[src/gtc_map.vh]
// Purpose: Register map, field positions and codes for one timer channel
// Assumes: Included by the channel, its checker and its bench
// Notes:   Definitions only
`ifndef GTC_MAP_VH
`define GTC_MAP_VH
`define GTC_OFS_CTRL1      5'h00
`define GTC_OFS_CTRL2      5'h04
`define GTC_OFS_TICKDIV    5'h08
`define GTC_OFS_DUTY       5'h0c
`define GTC_OFS_PERIOD     5'h10
`define GTC_OFS_COUNT      5'h14
`define GTC_OFS_FLAGS      5'h18
`define GTC_OFS_IRQEN      5'h1c
`define GTC_B_START_SYNC   15
`define GTC_B_CLEAR_SYNC   14
`define GTC_B_IMM_UPD      13
`define GTC_B_OUT_INV      12
`define GTC_B_CONV_TRG     8
`define GTC_B_IDLE_LVL     7
`define GTC_F_COUNT_CLOCK_SELECT_HI     6
`define GTC_F_COUNT_CLOCK_SELECT_LO     4
`define GTC_F_CLR_HI       3
`define GTC_F_CLR_LO       2
`define GTC_F_MODE_HI      1
`define GTC_F_MODE_LO      0
`define GTC_B_RUN          0
`define GTC_B_CLR          1
`define GTC_B_DUTY_FLAG    2
`define GTC_B_PER_FLAG     1
`define GTC_B_WRAP_FLAG    0
`define GTC_MODE_PERIODIC  2'h0
`define GTC_MODE_PWM       2'h1
`define GTC_MODE_ONESHOT   2'h2
`define GTC_MODE_CAPTURE   2'h3
`define GTC_CLR_RISE       2'h0
`define GTC_CLR_FALL       2'h1
`define GTC_CLR_BOTH       2'h2
`define GTC_CLR_NONE       2'h3
`define GTC_CK_EXT_A       3'h4
`define GTC_CK_EXT_B       3'h5
`define GTC_CK_DIV2        3'h0
`define GTC_CK_DIV4        3'h1
`define GTC_CK_DIV16       3'h2
`define GTC_CK_DIV64       3'h3
`define GTC_CAP_DELAY      5
`define GTC_TRG_LEN        3'h3
`endif

[src/gtc_channel.v]
// Purpose: One 16-bit up-counting timer channel with bus registers
// Assumes: sys_clk is the peripheral clock; ten instances make the block
// Notes:   Read data stand one cycle after the read strobe
// Functional notes
// - Ten identical channels, each a 16-bit up-counter with its own base.
// - Mode field: 00 periodic, 01 PWM, 10 one-shot, 11 capture.
// - Clock select: pclk/2,/4,/16,/64, external clock, or capture pin (pclk/2 instead in capture mode).
// - Capture clear on rising, falling, both edges, or never.
// - Compare writes apply at period end, or at once if immediate update.
// - Output idles high or low by idle level; invert bit flips it.
// - Start-sync channels start together on the shared start event.
// - Clear-sync channels clear their counters together.
// - Converter trigger only while its enable bit is one.
// - Periodic and PWM count 0 to period value minus one.
// - Period-match interrupt only in PWM and one-shot modes.
// - Duty compare drives the output; period end returns it to idle in PWM and one-shot.
// - Capture stores count on the edge matching the clear selection.
// - Status bit 2 duty match, bit 1 period match, sticky until cleared.
// - Counter does not run while period value is zero.
// - Periodic mode toggles output on duty match; zero duty keeps level.
// - Captured count is taken five clocks after the qualifying edge.
// - A flag interrupts only when its enable bit is one.
//
// Implementation choice: the strobed register port.
`timescale 1ns/100ps
`include "gtc_map.vh"
module gtc_channel #(
	parameter PRS_W = 10,  // Prescaler width
	parameter CNT_W = 16   // Counter width
) (
	input  wire             sys_clk,        // Peripheral clock
	input  wire             arst_n,         // Async reset, active low
	input  wire [4:0]       bus_addr,       // Byte offset in channel
	input  wire [31:0]      bus_wdata,      // Write data
	input  wire             bus_wr,         // Write strobe
	input  wire             bus_rd,         // Read strobe
	output reg  [31:0]      bus_rdata,      // Read data, cycle after strobe
	input  wire             clock_capture_pin, // External clock / capture
	input  wire             external_timer_clock, // Alternate clock source
	input  wire             sync_start_in,  // Shared start event
	input  wire             sync_clear_in,  // Shared clear event
	output reg              sync_start_out, // This channel started
	output reg              sync_clear_out, // This channel period cleared
	output reg              timer_output_pin, // Timer output
	output reg              conv_trigger,   // Converter trigger pulse
	output reg              irq             // Channel interrupt
);
	reg [15:0]               ctrl1_r;      // Control one
	reg                      run_r;        // Run command
	reg                      clr_cmd_r;    // One-cycle clear command
	reg [PRS_W-1:0]          prs_r;        // Prescale value
	reg [CNT_W-1:0]          duty_r;       // Duty compare as written
	reg [CNT_W-1:0]          period_r;     // Period compare as written
	reg [CNT_W-1:0]          duty_buf_r;   // Duty compare in use
	reg [CNT_W-1:0]          period_buf_r; // Period compare in use
	reg [CNT_W-1:0]          cnt_r;        // Up-counter
	reg [2:0]                flags_r;      // Duty, period, wrap flags
	reg [2:0]                irqen_r;      // Interrupt enables
	reg [1:0]                pin_sync_r;   // Capture pin synchroniser
	reg [1:0]                ext_sync_r;   // Alternate clock synchroniser
	reg                      pin_d_r;      // Capture pin, one clock on
	reg                      ext_d_r;      // Alternate clock, one on
	reg [5:0]                pdiv_r;       // Free divider of sys_clk
	reg [PRS_W-1:0]          pcnt_r;       // Prescale counter
	reg                      out_lvl_r;    // Output level before invert
	reg [`GTC_CAP_DELAY-1:0] rise_dly_r;   // Rising edges in flight
	reg [`GTC_CAP_DELAY-1:0] fall_dly_r;   // Falling edges in flight
	reg [2:0]                trg_cnt_r;    // Trigger clocks left
	reg [31:0]               rd_mux;       // Read data before its flop

	wire [1:0] mode   = ctrl1_r[`GTC_F_MODE_HI:`GTC_F_MODE_LO];
	wire [2:0] count_clock_select  = ctrl1_r[`GTC_F_COUNT_CLOCK_SELECT_HI:`GTC_F_COUNT_CLOCK_SELECT_LO];
	wire [1:0] clrsel = ctrl1_r[`GTC_F_CLR_HI:`GTC_F_CLR_LO];
	wire       imm    = ctrl1_r[`GTC_B_IMM_UPD];
	wire       cap    = (mode == `GTC_MODE_CAPTURE);
	wire       wr_c1  = bus_wr && bus_addr == `GTC_OFS_CTRL1;
	wire       wr_c2  = bus_wr && bus_addr == `GTC_OFS_CTRL2;
	wire       wr_cnt = bus_wr && bus_addr == `GTC_OFS_COUNT;
	wire       wr_fl  = bus_wr && bus_addr == `GTC_OFS_FLAGS;
	wire       wr_prs = bus_wr && bus_addr == `GTC_OFS_TICKDIV;
	wire       wr_duty = bus_wr && bus_addr == `GTC_OFS_DUTY;
	wire       wr_per = bus_wr && bus_addr == `GTC_OFS_PERIOD;
	wire       wr_ien = bus_wr && bus_addr == `GTC_OFS_IRQEN;
	wire       pin_rise = pin_sync_r[1] & ~pin_d_r;
	wire       pin_fall = ~pin_sync_r[1] & pin_d_r;
	wire       ext_rise = ext_sync_r[1] & ~ext_d_r;

	// Source clock enable; pclk divisions from one free counter
	reg src_en;
	always @* begin
		case (count_clock_select)
		`GTC_CK_DIV2:  src_en = pdiv_r[0];
		`GTC_CK_DIV4:  src_en = &pdiv_r[1:0];
		`GTC_CK_DIV16: src_en = &pdiv_r[3:0];
		`GTC_CK_DIV64: src_en = &pdiv_r[5:0];
		`GTC_CK_EXT_A, `GTC_CK_EXT_B:
			src_en = ext_rise;
		default:       src_en = cap ? pdiv_r[0] : pin_rise;
		endcase
	end

	wire tick = src_en && (pcnt_r == prs_r);
	// Start needs a nonzero period; sync channels also run on shared start
	wire running = (run_r || (ctrl1_r[`GTC_B_START_SYNC] && sync_start_in))
		&& period_buf_r != {CNT_W{1'b0}};
	wire last = (cnt_r == period_buf_r - 1'b1);
	wire per_end = running && tick && !cap && last;
	wire duty_hit = running && tick && !cap && duty_buf_r != 0 &&
		(cnt_r + 1'b1 == duty_buf_r ||
		 (duty_buf_r == period_buf_r && last));
	wire cap_r = rise_dly_r[`GTC_CAP_DELAY-1];
	wire cap_f = fall_dly_r[`GTC_CAP_DELAY-1];
	wire cap_ev = cap && ((cap_r && (clrsel == `GTC_CLR_RISE ||
		clrsel == `GTC_CLR_BOTH)) || (cap_f && (clrsel == `GTC_CLR_FALL ||
		clrsel == `GTC_CLR_BOTH)));
	wire sync_clr = ctrl1_r[`GTC_B_CLEAR_SYNC] && sync_clear_in;
	wire wrap = running && tick && cnt_r == {CNT_W{1'b1}};
	wire idle = ctrl1_r[`GTC_B_IDLE_LVL] ? 1'b0 : 1'b1;

	always @(posedge sys_clk or negedge arst_n) begin
		if (!arst_n) begin
			pin_sync_r <= 2'h0;
			ext_sync_r <= 2'h0;
			pin_d_r    <= 1'b0;
			ext_d_r    <= 1'b0;
			pdiv_r     <= 6'h00;
			pcnt_r     <= {PRS_W{1'b0}};
			rise_dly_r <= {`GTC_CAP_DELAY{1'b0}};
			fall_dly_r <= {`GTC_CAP_DELAY{1'b0}};
		end else begin
			pin_sync_r <= {pin_sync_r[0], clock_capture_pin};
			ext_sync_r <= {ext_sync_r[0], external_timer_clock};
			pin_d_r    <= pin_sync_r[1];
			ext_d_r    <= ext_sync_r[1];
			pdiv_r     <= pdiv_r + 6'h01;
			if (src_en)
				pcnt_r <= (pcnt_r == prs_r) ? {PRS_W{1'b0}} :
					pcnt_r + 1'b1;
			// Edge carried through a short line of flops
			rise_dly_r <= {rise_dly_r[`GTC_CAP_DELAY-2:0], pin_rise};
			fall_dly_r <= {fall_dly_r[`GTC_CAP_DELAY-2:0], pin_fall};
		end
	end

	// Control register and the run and clear commands
	always @(posedge sys_clk or negedge arst_n) begin
		if (!arst_n) begin
			ctrl1_r   <= 16'h0000;
			run_r     <= 1'b0;
			clr_cmd_r <= 1'b0;
		end else begin
			// Clear lives one cycle so a later strobe cannot replay it
			clr_cmd_r <= wr_c2 && bus_wdata[`GTC_B_CLR];
			if (wr_c1)
				ctrl1_r <= bus_wdata[15:0];
			if (wr_c2)
				run_r <= bus_wdata[`GTC_B_RUN];
			else if (per_end && mode == `GTC_MODE_ONESHOT)
				run_r <= 1'b0;
		end
	end

	// Settings written by software
	always @(posedge sys_clk or negedge arst_n) begin
		if (!arst_n) begin
			prs_r    <= {PRS_W{1'b0}};
			duty_r   <= {CNT_W{1'b0}};
			period_r <= {CNT_W{1'b0}};
			irqen_r  <= 3'h0;
		end else begin
			if (wr_prs)
				prs_r <= bus_wdata[PRS_W-1:0];
			if (wr_duty)
				duty_r <= bus_wdata[CNT_W-1:0];
			if (wr_per)
				period_r <= bus_wdata[CNT_W-1:0];
			if (wr_ien)
				irqen_r <= bus_wdata[2:0];
		end
	end

	// Compare buffers load on clear, period end, or at once
	always @(posedge sys_clk or negedge arst_n) begin
		if (!arst_n) begin
			duty_buf_r   <= {CNT_W{1'b0}};
			period_buf_r <= {CNT_W{1'b0}};
		end else if (imm || clr_cmd_r || per_end) begin
			duty_buf_r   <= duty_r;
			period_buf_r <= period_r;
		end
	end

	// Clear select none matches no edge, so nothing is captured or cleared
	wire cap_clr = cap_ev && clrsel != `GTC_CLR_NONE;

	// Counter: clears beat a software write, which beats counting
	always @(posedge sys_clk or negedge arst_n) begin
		if (!arst_n) begin
			cnt_r <= {CNT_W{1'b0}};
		end else if (clr_cmd_r || sync_clr || cap_clr) begin
			cnt_r <= {CNT_W{1'b0}};
		end else if (wr_cnt) begin
			cnt_r <= bus_wdata[CNT_W-1:0];
		end else if (per_end) begin
			cnt_r <= {CNT_W{1'b0}};
		end else if (running && tick) begin
			cnt_r <= cnt_r + 1'b1;
		end
	end

	wire       per_flag  = per_end && (mode == `GTC_MODE_PWM ||
		mode == `GTC_MODE_ONESHOT);
	wire [2:0] flag_set  = {duty_hit, per_flag, wrap};
	wire [2:0] flag_keep = wr_fl ? flags_r & ~bus_wdata[2:0] : flags_r;

	// Hardware set beats a write-one clear in the same cycle
	always @(posedge sys_clk or negedge arst_n) begin
		if (!arst_n)
			flags_r <= 3'h0;
		else
			flags_r <= flag_keep | flag_set;
	end

	wire [CNT_W-1:0] cap_val = cnt_r;
	reg  [CNT_W-1:0] cap_r16;
	always @(posedge sys_clk or negedge arst_n) begin
		if (!arst_n)
			cap_r16 <= {CNT_W{1'b0}};
		else if (cap_ev)
			cap_r16 <= cap_val;
	end

	// Output level machine
	always @(posedge sys_clk or negedge arst_n) begin
		if (!arst_n) begin
			out_lvl_r <= 1'b1;
		end else if (!running || clr_cmd_r) begin
			out_lvl_r <= idle;
		end else if (mode == `GTC_MODE_PERIODIC) begin
			if (duty_hit)
				out_lvl_r <= ~out_lvl_r;
		end else if (mode != `GTC_MODE_CAPTURE) begin
			// Active after duty match until period end
			if (per_end)
				out_lvl_r <= idle;
			else if (duty_hit)
				out_lvl_r <= ~idle;
		end
	end

	// Outputs, all registered
	always @(posedge sys_clk or negedge arst_n) begin
		if (!arst_n) begin
			bus_rdata        <= 32'h0000_0000;
			timer_output_pin <= 1'b1;
			conv_trigger     <= 1'b0;
			trg_cnt_r        <= 3'h0;
			irq              <= 1'b0;
			sync_start_out   <= 1'b0;
			sync_clear_out   <= 1'b0;
		end else begin
			timer_output_pin <= out_lvl_r ^ ctrl1_r[`GTC_B_OUT_INV];
			irq <= |(flags_r & irqen_r);
			sync_start_out <= run_r && ctrl1_r[`GTC_B_START_SYNC];
			sync_clear_out <= per_end && ctrl1_r[`GTC_B_CLEAR_SYNC];
			// Trigger holds four clocks, then drops by itself
			if (duty_hit && ctrl1_r[`GTC_B_CONV_TRG])
				trg_cnt_r <= `GTC_TRG_LEN;
			else if (trg_cnt_r != 3'h0)
				trg_cnt_r <= trg_cnt_r - 3'h1;
			conv_trigger <= ctrl1_r[`GTC_B_CONV_TRG] &&
				(trg_cnt_r != 3'h0 || duty_hit);
			// Data stand only in the cycle after the strobe
			bus_rdata <= bus_rd ? rd_mux : 32'h0000_0000;
		end
	end

	// Read multiplexer; unmapped offsets read as zero
	always @* begin
		rd_mux = 32'h0000_0000;
		case (bus_addr)
		`GTC_OFS_CTRL1:   rd_mux = {16'h0000, ctrl1_r};
		`GTC_OFS_CTRL2:   rd_mux = {31'h0, run_r};
		`GTC_OFS_TICKDIV: rd_mux = {{(32-PRS_W){1'b0}}, prs_r};
		`GTC_OFS_DUTY:    rd_mux = {{(32-CNT_W){1'b0}}, duty_r};
		`GTC_OFS_PERIOD:  rd_mux = cap ?
			{{(32-CNT_W){1'b0}}, cap_r16} :
			{{(32-CNT_W){1'b0}}, period_r};
		`GTC_OFS_COUNT:   rd_mux = {{(32-CNT_W){1'b0}}, cnt_r};
		`GTC_OFS_FLAGS:   rd_mux = {29'h0, flags_r};
		`GTC_OFS_IRQEN:   rd_mux = {29'h0, irqen_r};
		default:          rd_mux = 32'h0000_0000;
		endcase
	end
endmodule // gtc_channel

[config.mk]
export PLATFORM = sky130hd
export DESIGN_NAME = gtc_channel
export DESIGN_NICKNAME = d
export VERILOG_FILES = /design/src/gtc_channel.v
export VERILOG_INCLUDE_DIRS = /design/src
export SDC_FILE = /design/constraint.sdc
export NUM_CORES = 1
export LEC_CHECK = 0
export BUFFER_PORTS_ARGS = -buffer_cell sky130_fd_sc_hd__buf_4
export CORE_ASPECT_RATIO = 2
export CORE_MARGIN = 2
export CORE_UTILIZATION = 50
export CTS_BUF_LIST = sky130_fd_sc_hd__clkbuf_4 sky130_fd_sc_hd__clkbuf_8
export DETAILED_ROUTE_END_ITERATION = 10
export GPL_TIMING_DRIVEN = 1
export PLACE_DENSITY_LB_ADDON = 0.05
export SYNTH_ARGS = -nofsm -noshare
export SYNTH_HDL_FRONTEND = slang
export SYNTH_SLANG_ARGS = --single-unit
[constraint.sdc]
create_clock -name sys_clk -period 5.2 [get_ports sys_clk]
set_input_delay 0.26 -clock sys_clk [delete_from_list [all_inputs] [get_ports sys_clk]]
set_output_delay 0.26 -clock sys_clk [all_outputs]
set_load 0.05 [all_outputs]
== After elaboration in Yosys (flattened, before gate mapping) ==
Cells that the tools add are included.

* ROM bits: 0
* Memories kept: 0
* Latch bits: 0
* Bits of input ports: 45
* Register bits: 203
* Output and inout port bits: 37
* Bits in writable memories: 0

* Bitwise logic cells: 12
* Reduce and logical (&&, ||, !) cells: 61
* Equal/unequal tests: 26
* $lt $le $gt $ge: 0
* Shift-type cells: 0
* Add/subtract/negate cells: 5
* Muxes and demuxes: 22
* $mul: 0
* Div/mod/pow operators: 0

{| class="wikitable"
|+ Operators with widths
! cell !! count
|-
| $pmux W16 S8 || 1
|-
| $mux W16 || 5
|-
| $eq A16 B16 Y1 || 3
|-
| $mux W32 || 1
|-
| $reduce_bool A16 Y1 || 2
|-
| $logic_and A1 B1 Y1 || 30
|-
| $eq A5 B5 Y1 const B || 4
|-
| $add A16 B1 Y16 const B || 1
|-
| $eq A16 B16 Y1 const B || 1
|-
| $sub A16 B1 Y16 const B || 1
|-
| $logic_or A1 B1 Y1 || 12
|-
| $add A10 B1 Y10 const B || 1
|-
| $eq A10 B10 Y1 || 1
|-
| $eq A5 B4 Y1 const B || 2
|-
| $mux W1 || 10
|-
| $mux W10 || 1
|-
| $mux W3 || 3
|-
| $add A6 B1 Y6 const B || 1
|-
| $and A3 B3 Y3 || 2
|-
| $eq A2 B2 Y1 const B || 3
|-
| $eq A3 B2 Y1 const B || 2
|-
| $eq A3 B3 Y1 const B || 2
|-
| $reduce_and A6 Y1 || 1
|-
| $reduce_bool A3 Y1 || 2
|-
| 24 further kinds || 34
|}

== Longest topological paths before layout ==
Gate-level depths: netlist of run 1.

* Depth after elaboration: 14
* Gate-level depth with buffers: 13
* Gate-level depth less buffers: 11

== Worst setup path after synthesis of run 1 ==
OpenSTA, ideal clock, no wires.

* Kind: register to register
* Start point: register period_buf_r[5]
* End point: register duty_buf_r[0]
* Setup slack: 2.166 ns
* Path buffers: 3
* Cell stages (with the launch flop): 12
* Data required time: 5.075 ns
* Setup time: 0.125 ns
* Data arrival time: 2.909 ns
* Period minus slack after synthesis: 3.034 ns
* Path through: dfrtp_1 buf_6 or4_4 or3_4 nor3_4 xnor2_1 nand2_2 nor4_4 or3_1 buf_6 buf_12 mux2_4

* Longest elaborated chain between the ends: 6
* Elaborated cells on any way between the ends: 8

{| class="wikitable"
|+ Ends and longest elaborated chain
! what !! line !! RTL
|-
| from (decl) || gtc_channel.v:55 || <nowiki>reg [CNT_W-1:0] period_buf_r;</nowiki>
|-
| from (signal assigned) || gtc_channel.v:186 || <nowiki>period_buf_r <= {CNT_W{1'b0}};</nowiki>
|-
| from (signal assigned) || gtc_channel.v:189 || <nowiki>period_buf_r <= period_r;</nowiki>
|-
| branches (longest 4 deep; another with $sub A16 B1 Y16) || -- ||
|-
| $logic_and A1 B1 Y1 (*) || gtc_channel.v:107 || <nowiki>wire per_end = running && tick && !cap && last;</nowiki>
|-
| $logic_or A1 B1 Y1 (*) || gtc_channel.v:187 || <nowiki>end else if (imm || clr_cmd_r || per_end) begin</nowiki>
|-
| to (signal assigned) || gtc_channel.v:185 || <nowiki>duty_buf_r <= {CNT_W{1'b0}};</nowiki>
|-
| to (signal assigned) || gtc_channel.v:188 || <nowiki>duty_buf_r <= duty_r;</nowiki>
|-
| to (decl) || gtc_channel.v:54 || <nowiki>reg [CNT_W-1:0] duty_buf_r;</nowiki>
|}

Mark *: on every way between the ends.
A chain may end at the register's enable or synchronous reset.

== Worst setup path in the final report of run 1 ==
* Start point: register period_buf_r[0]
* End point: register period_buf_r[5]

* Longest elaborated chain between the ends: 6
* Elaborated cells on any way between the ends: 8

{| class="wikitable"
|+ Ends and longest elaborated chain
! what !! line
|-
| branches (longest 4 deep; another with $sub A16 B1 Y16) || --
|-
| $logic_and A1 B1 Y1 (*) || gtc_channel.v:107
|-
| $logic_or A1 B1 Y1 (*) || gtc_channel.v:187
|}

Marked as above.

==> impl_metrics.env, run 1 <==
export IMPL_timing_hold_worst_endpoint="duty_r[12]$_DFFE_PN0P_"
export IMPL_grt_setup_unrepaired="no"
export IMPL_dieArea_um2=21000
export IMPL_final_report_setup_violation_count=0
export IMPL_cts_resized=0
export IMPL_grt_pass1_wl_um=45600
export IMPL_timing_fmax_mhz=245
export IMPL_grt_max_degree=74
export IMPL_syn2layout_area_growth_pct=9.76
export IMPL_hold_class="input pin to flop"
export IMPL_hold_violations=0
export IMPL_post_synth_num_cell_types=73
export IMPL_cpMaxStageDelayCell="or4b_1"
export IMPL_outcome="completed"
export IMPL_cp_end_kind="flop"
export IMPL_std_cell_rows=72
export IMPL_regToRegSetupSlack_ps=1110
export IMPL_num_vias=7369
export IMPL_gr_total_overflow=0
export IMPL_maxSlewHeadroom_pct=20.2
export IMPL_cts_made_buffers=17
export IMPL_post_layout_nonfiller_instances=1212
export IMPL_hold_worst_slack_ps=28.6
export IMPL_antenna_cells=0
export IMPL_cts_htree_levels=4
export IMPL_worst_endpoint_arrival_ps=4470
export IMPL_post_detailed_route_wirelength_per_cell_um=24.5
export IMPL_most_common_flop_cell_mapped_by_yosys="dfrtp_1"
export IMPL_criticalPathCategory="flop to flop"
export IMPL_finalNetCount=998
export IMPL_fp_coreArea_um2=19400
export IMPL_crit_path_start_kind="flop"
export IMPL_drt_drc_violations_left=0
export IMPL_port_buffers=49
export IMPL_required_ps=5590
export IMPL_synth_async_reset_ratio_pct=100
export IMPL_finClkSkew_ps=13.8
export IMPL_initial_core_util_pct=51.1
export IMPL_critical_path_reg2reg_endpoint="period_buf_r[5]$_DFFE_PN0P_"
export IMPL_routability_congestion_estimate_from_global_placement=0.935
export IMPL_power_ir_vdd_worst_mv=0.267
export IMPL_worst_path_max_fanout=29
export IMPL_grt_total_usage_pct=30.0
export IMPL_boundary_pins=82
export IMPL_layout_drive_gt1_share_pct=23.9
export IMPL_post_cts_hold_buffer_count=3
export IMPL_pwr_density_cell_nw_per_um2=440
export IMPL_layout_worst_path_cycle_share_pct=78.6
export IMPL_yosys_warnings=0
export IMPL_dp_cells=1177
export IMPL_clock_root_buffer="clkbuf_8"
export IMPL_routed_via_density=6.08
export IMPL_first_iter_violations=452
export IMPL_postSynthCellCount=906
export IMPL_setup_tns_ps=0
export IMPL_worstHoldStart="bus_wdata[12]"
export IMPL_die_width_um=103
export IMPL_worst_skew_pair_late_latency_ps=500
export IMPL_grt_pass1_vias=7644
export IMPL_clk_pin_slew_ps=100
export IMPL_fp_dieH_um=203
export IMPL_drv_cap=0
export IMPL_post_synth_top_area_fraction_pct=46.8
export IMPL_maxSlewViolCount=0
export IMPL_synthesized_area_per_cell_um2=10.9
export IMPL_cp_slowest_stage_delay_ps=550
export IMPL_ys_ff_latch=187
export IMPL_worstReg2RegStart="period_buf_r[0]$_DFFE_PN0P_"
export IMPL_number_of_enable_flip_flop_cells_after_synthesis=0
export IMPL_cts_path_max_buffers=2
export IMPL_antenna_violating_nets_post_route=0
export IMPL_p_leak_nw=4.77
export IMPL_grt_antenna_before_repair=0
export IMPL_cts_tree="done"
export IMPL_synth_area_um2=9890
export IMPL_rr_worst_depth=10
export IMPL_synth_top_cells_by_count="185 x dfrtp_1, 92 x mux2_2, 57 x nand2_1"
export IMPL_totalWireLength_um=29700
export IMPL_worstMarginPinSlew_ps=1190
export IMPL_synth_area_leader_cell="dfrtp_1"
export IMPL_synth_yosys_seq_area_share_pct=47.3
export IMPL_yosys_top_cells_area="dfrtp_1 47%, mux2_2 10%, xnor2_1 4.3%"
export IMPL_most_frequently_used_cell_type_in_the_post_synthesis_netlist="dfrtp_1"
export IMPL_dp_hpwl_um=21900
export IMPL_cts_setup_buffers=0
export IMPL_hold_path_depth=2
export IMPL_critical_path_cell_chain="inv_1, ha_1, or4b_1, nor4_1, mux2i_1, nand2_1, nor4_4, or3_2, buf_4, mux2_2"
export IMPL_clock_sinks=187
export IMPL_drt_pre_antenna_iters=5
export IMPL_fin_crit_ps=4090
==> per-layer routing <==
metal	wire [µm]	vias to the layer above	GRT usage (%)
met5	0	-	0
met4	1740	0	16.7
met3	1080	94	5.09
met2	16200	243	52.6
met1	10700	3748	33.2
li1	-	3284	-
==> power by group <==
group,internal [W],switching [W],total (W)
combinational,0.000746,0.000767,0.00151
clock,0.000454,0.000580,0.00103
sequential,0.00174,0.000490,0.00223
total,0.00294,0.00184,0.00478
==> kinds of logic after synthesis <==
group	Yosys count	share of synthesized area, %
compound gates	149	9.91
other cells	1	0.0379
flops	187	47.3
buf+inv	95	4.81
simple gates	248	13.4
xor+xnor	82	7.26
fa+ha+maj	14	1.75
mux	130	15.5
==> state kept, by name, indices dropped and copies added (netlist names), 5 cells and up <==
signal,count
bus_rdata,16
cap_r16,16
cap_val,16
ctrl1_r,16
duty_buf_r,16
duty_r,16
fall_dly_r,5
pcnt_r,10
pdiv_r,6
period_buf_r,16
period_r,16
prs_r,10
rise_dly_r,5
==> final cells by class <==
| cell class | instances | area [µm²] |
|---|---|---|
| Multi-Input combinational cell | 639 | 4800 |
| Tap cell | 259 | 324 |
| Inverter | 29 | 109 |
| Timing Repair Buffer | 66 | 509 |
| Clock inverter | 14 | 184 |
| Fill cell | 1713 | 8520 |
| Sequential cell | 187 | 4680 |
| Clock buffer | 18 | 241 |
==> how the worst max path moves through the flow <==
stage	startpoint	slack, ps	cells after the start	end
2_1_floorplan	period_buf_r[5]$_DFFE_PN0P_	2170	11	duty_buf_r[0]$_DFFE_PN0P_
4_1_cts	period_buf_r[0]$_DFFE_PN0P_	1160	10	period_buf_r[8]$_DFFE_PN0P_
6_report	period_buf_r[0]$_DFFE_PN0P_	1110	10	period_buf_r[5]$_DFFE_PN0P_
5_1_grt	period_buf_r[0]$_DFFE_PN0P_	900	10	period_buf_r[15]$_DFFE_PN0P_
3_3_place_gp	period_buf_r[0]$_DFFE_PN0P_	1190	10	period_buf_r[8]$_DFFE_PN0P_
3_5_place_dp	period_buf_r[0]$_DFFE_PN0P_	1160	10	period_buf_r[8]$_DFFE_PN0P_
==> placed cells by master, fill, tap and decap left out, types with 6 or more instances in the layout <==
cell	netlist	layout
nor3_1	13	13
buf_4	16	62
mux2_2	92	92
a21oi_1	40	40
a221oi_1	8	8
ha_1	13	13
conb_1	1	16
and3_1	6	6
clkbuf_8	0	18
and4_1	7	7
nor2_1	53	53
mux2i_1	17	17
and2_1	8	8
inv_1	29	29
nand4_1	17	17
nand3_1	23	23
o21ai_0	27	27
xor2_1	34	34
nand2_1	57	57
dfrtp_1	185	185
o22ai_1	10	10
nand2b_1	8	8
a22oi_1	25	25
nor4_1	16	16
mux2_4	20	20
xnor2_1	48	48
==> stage by stage <==
step / instance area (µm²) / util, % / setup slack [ps] / power, W
detailed placement: 10400 / 53.7 / 1160 / 0.00374
CTS: 10900 / 56.0 / 1160 / 0.00478
finish: 10900 / 56.0 / 1110 / 0.00478
floorplan: 9940 / - / 2170 / 0.00326
global placement: 10400 / 53.7 / 1190 / 0.00369
global route: 10900 / 56.0 / 897 / 0.00502
==> worst max-delay path, delay by kind of cell, from the launching register on <==
family        cells  cell delay, ps
flops             1             460
fa+ha+maj         1             250
buf+inv           2             610
mux               2             720
simple gates      5            1900
Power figures use the tool's default switching activity.
==> inputs of run 2 (changes only) <==
Settings changed: ABC_AREA set to 1.
Clock period 5.2 ns to 3.5 ns, I/O delays scaled along.
==> run 2 against run 1 <==
Net effect:
- synthesized cell count is 45% higher
- clock-buffer cell count is 3 higher
- hold slack better by 3.7 ps
- wire length is 1.7% higher
- sequential cell count stayed put
- via count is 19% higher
- non-clock buffer count is 13 higher
- register-to-register slack worse by 500 ps
- clock skew is 2.5 ps lower
- sequential power is 37% higher
- synthesized area is 3.4% higher
- largest power group unchanged
==> impl_metrics.env, run 2 <==
export IMPL_synth_simple_gate_area_share_pct=28.4
export IMPL_most_frequently_used_cell_type_in_the_post_synthesis_netlist="nand2_1"
export IMPL_power_ir_vdd_worst_mv=0.469
export IMPL_post_layout_nonfiller_instances=1648
export IMPL_fp_coreArea_um2=20300
export IMPL_drv_cap=0
export IMPL_netSwitchingFraction_pct=42.8
export IMPL_num_vias=8787
export IMPL_final_core_utilization_pct=55.9
export IMPL_grt_antenna_before_repair=0
export IMPL_finalNetCount=1429
export IMPL_finClkSkew_ps=11.3
export IMPL_layout_drive_gt1_share_pct=14.8
export IMPL_port_buffers=49
export IMPL_seqPwrFrac_pct=40.2
export IMPL_post_synth_top_area_fraction_pct=45.3
export IMPL_drt_pre_antenna_iters=5
export IMPL_most_common_flop_cell_mapped_by_yosys="dfrtp_1"
export IMPL_syn2layout_area_growth_pct=10.9
export IMPL_maxSlewViolCount=0
export IMPL_post_detailed_route_wirelength_per_cell_um=18.4
export IMPL_gr_total_overflow=0
export IMPL_routed_via_density=5.33
export IMPL_grt_pass1_vias=8480
export IMPL_yosys_top_cells_area="dfrtp_1 45%, nand2_1 16%, o21ai_0 5.7%"
export IMPL_synth_area_um2=10200
export IMPL_layout_commonest_cell="nand2_1"
export IMPL_yosys_area_share_xor_xnor_pct=2.79
export IMPL_fp_dieH_um=206
export IMPL_dieArea_um2=21700
export IMPL_cts_path_max_buffers=2
export IMPL_setup_tns_ps=0
export IMPL_timing_fmax_mhz=346
export IMPL_cts_htree_levels=4
export IMPL_synth_yosys_seq_area_share_pct=45.8
export IMPL_hold_violations=0
export IMPL_fin_crit_ps=2890
export IMPL_layout_worst_path_cycle_share_pct=82.5
export IMPL_totalWireLength_um=30200
export IMPL_criticalPathCategory="flop to flop"
export IMPL_postSynthCellCount=1311
export IMPL_cts_resized=0
export IMPL_grt_max_degree=87
export IMPL_yosys_mux_area_fraction_pct=0
export IMPL_routability_congestion_estimate_from_global_placement=0.947
export IMPL_grt_pass1_wl_um=46900
export IMPL_worst_endpoint_arrival_ps=3300
export IMPL_crit_path_start_kind="flop"
export IMPL_yosys_warnings=0
export IMPL_cts_made_buffers=17
export IMPL_die_width_um=105
export IMPL_worst_skew_pair_late_latency_ps=490
export IMPL_regToRegSetupSlack_ps=610
export IMPL_cts_tree="done"
export IMPL_layout_common_cells="425 x nand2_1, 185 x dfrtp_1, 126 x inv_1"
export IMPL_synthesized_area_per_cell_um2=7.80
export IMPL_p_leak_nw=5.49
export IMPL_cp_end_kind="flop"
export IMPL_post_synth_num_cell_types=49
export IMPL_clock_sinks=187
export IMPL_switchingPower_w=0.00326
export IMPL_combinationalPowerShare_pct=39.5
export IMPL_std_cell_rows=74
export IMPL_number_of_enable_flip_flop_cells_after_synthesis=0
export IMPL_cts_setup_buffers=0
export IMPL_synth_area_leader_cell="dfrtp_1"
export IMPL_p_clk_share_pct=20.4
export IMPL_hold_worst_slack_ps=32.4
export IMPL_dp_hpwl_um=23400
export IMPL_dp_cells=1603
export IMPL_ys_ff_latch=187
export IMPL_synth_async_reset_ratio_pct=100
export IMPL_outcome="completed"
export IMPL_pwr_density_cell_nw_per_um2=671
export IMPL_grt_setup_unrepaired="no"
export IMPL_synth_adder_area_share_pct=1.59
export IMPL_first_iter_violations=661
export IMPL_antenna_violating_nets_post_route=0
export IMPL_maxSlewHeadroom_pct=34.1
export IMPL_hold_class="input pin to flop"
export IMPL_worstMarginPinSlew_ps=986
export IMPL_grt_total_usage_pct=29.1
export IMPL_drt_drc_violations_left=0
export IMPL_fraction_of_the_mapped_netlist_area_in_compound_gates_pct=12.9
export IMPL_clk_pin_slew_ps=100
export IMPL_required_ps=3910
export IMPL_clock_root_buffer="clkbuf_8"
export IMPL_cell_internal_pwr_w=0.00435
export IMPL_synth_top_cells_by_count="425 x nand2_1, 185 x dfrtp_1, 126 x inv_1"
export IMPL_antenna_cells=0
export IMPL_final_report_setup_violation_count=0
export IMPL_worst_path_max_fanout=64
export IMPL_synth_top_family_by_area="simple AND/OR/NAND/NOR gates"
export IMPL_initial_core_util_pct=50.4
export IMPL_boundary_pins=82
-- run 2: cell count changes after synthesis, moves of 38 or more --
| cell | change |
|---|---|
| nand2_1 | +368 |
| o21ai_2 | +38 |
| xnor2_1 | -41 |
| mux2_2 | -92 |
| o21ai_0 | +90 |
| inv_1 | +97 |
-- run 2: layout make-up --
| cell class | count | area [µm²] |
|---|---|---|
| fillers | 1980 | 8940 |
| inverters | 139 | 522 |
| repair buffers | 79 | 649 |
| well taps | 266 | 333 |
| clock inverters | 9 | 139 |
| multi-input cells | 947 | 4730 |
| clock buffers | 21 | 283 |
| flip-flops and latches | 187 | 4680 |
-- run 2: through the flow --
stage	cell area [µm²]	total power [W]	setup WS, ps
3_3_place_gp	10800	0.00603	751
4_1_cts	11300	0.00764	639
6_report	11300	0.00761	613
3_5_place_dp	10800	0.00608	666
5_1_grt	11300	0.00813	363
2_1_floorplan	10300	0.00519	1360
-- run 2: worst paths after layout --
kind,start,end,cells after the start
max in group asynchronous,arst_n,out_lvl_r$_DFFE_PN1P_,3
max reg2reg,ctrl1_r[1]$_DFFE_PN0P_,period_buf_r[1]$_DFFE_PN0P_,12
min,bus_wdata[15],duty_r[15]$_DFFE_PN0P_,3
min reg2reg,rise_dly_r[2]$_DFF_PN0_,rise_dly_r[3]$_DFF_PN0_,0
min in group asynchronous,arst_n,fall_dly_r[2]$_DFF_PN0_,2
max,ctrl1_r[1]$_DFFE_PN0P_,period_buf_r[1]$_DFFE_PN0P_,12
-- run 2: power groups by stage --
| stage | logic, W | registers (W) | clock network [W] |
|---|---|---|---|
| after floorplan | 0.00223 | 0.00296 | 0 |
| after global placement | 0.00294 | 0.00309 | 0 |
| after detailed placement | 0.00299 | 0.00309 | 0 |
| after CTS | 0.00301 | 0.00305 | 0.00158 |
| after global routing | 0.00335 | 0.00311 | 0.00166 |
| final | 0.00300 | 0.00306 | 0.00155 |
-- run 2: worst max-delay path, stage by stage, from the launching register on --
cell	delay, ps
dfrtp_1	450
ha_1	310
a21oi_1	170
o21ai_0	90
nand2_1	70
nand2_1	50
nand2_2	200
nand3_2	190
nor2_2	300
nand3_4	220
nand2_8	500
nand2_1	130
o21ai_1	100
-- run 2: what timing repair did --
| action | 4_1_cts | 5_1_grt |
|---|---|---|
| hold buffers | 15 | 0 |
| setup endpoints to repair | 0 | 0 |
| hold endpoints to repair | 105 | 0 |
-- run 2: per-layer routing --
| metal | global-route usage (%) | up-vias | wire length, µm |
|---|---|---|---|
| li1 | - | 4276 | - |
| met1 | 32.9 | 4169 | 11400 |
| met2 | 53.4 | 279 | 16300 |
| met3 | 3.41 | 63 | 1170 |
| met4 | 15.0 | 0 | 1330 |
| met5 | 0 | - | 0 |
-- run 2: cell families after synthesis --
family / Yosys count
AO/OA/AOI/OAI: 220
other: 1
AND/OR/NAND/NOR: 667
XOR/XNOR: 31
buffers and inverters: 192
flip-flops: 187
adder cells (fa/ha/maj): 13
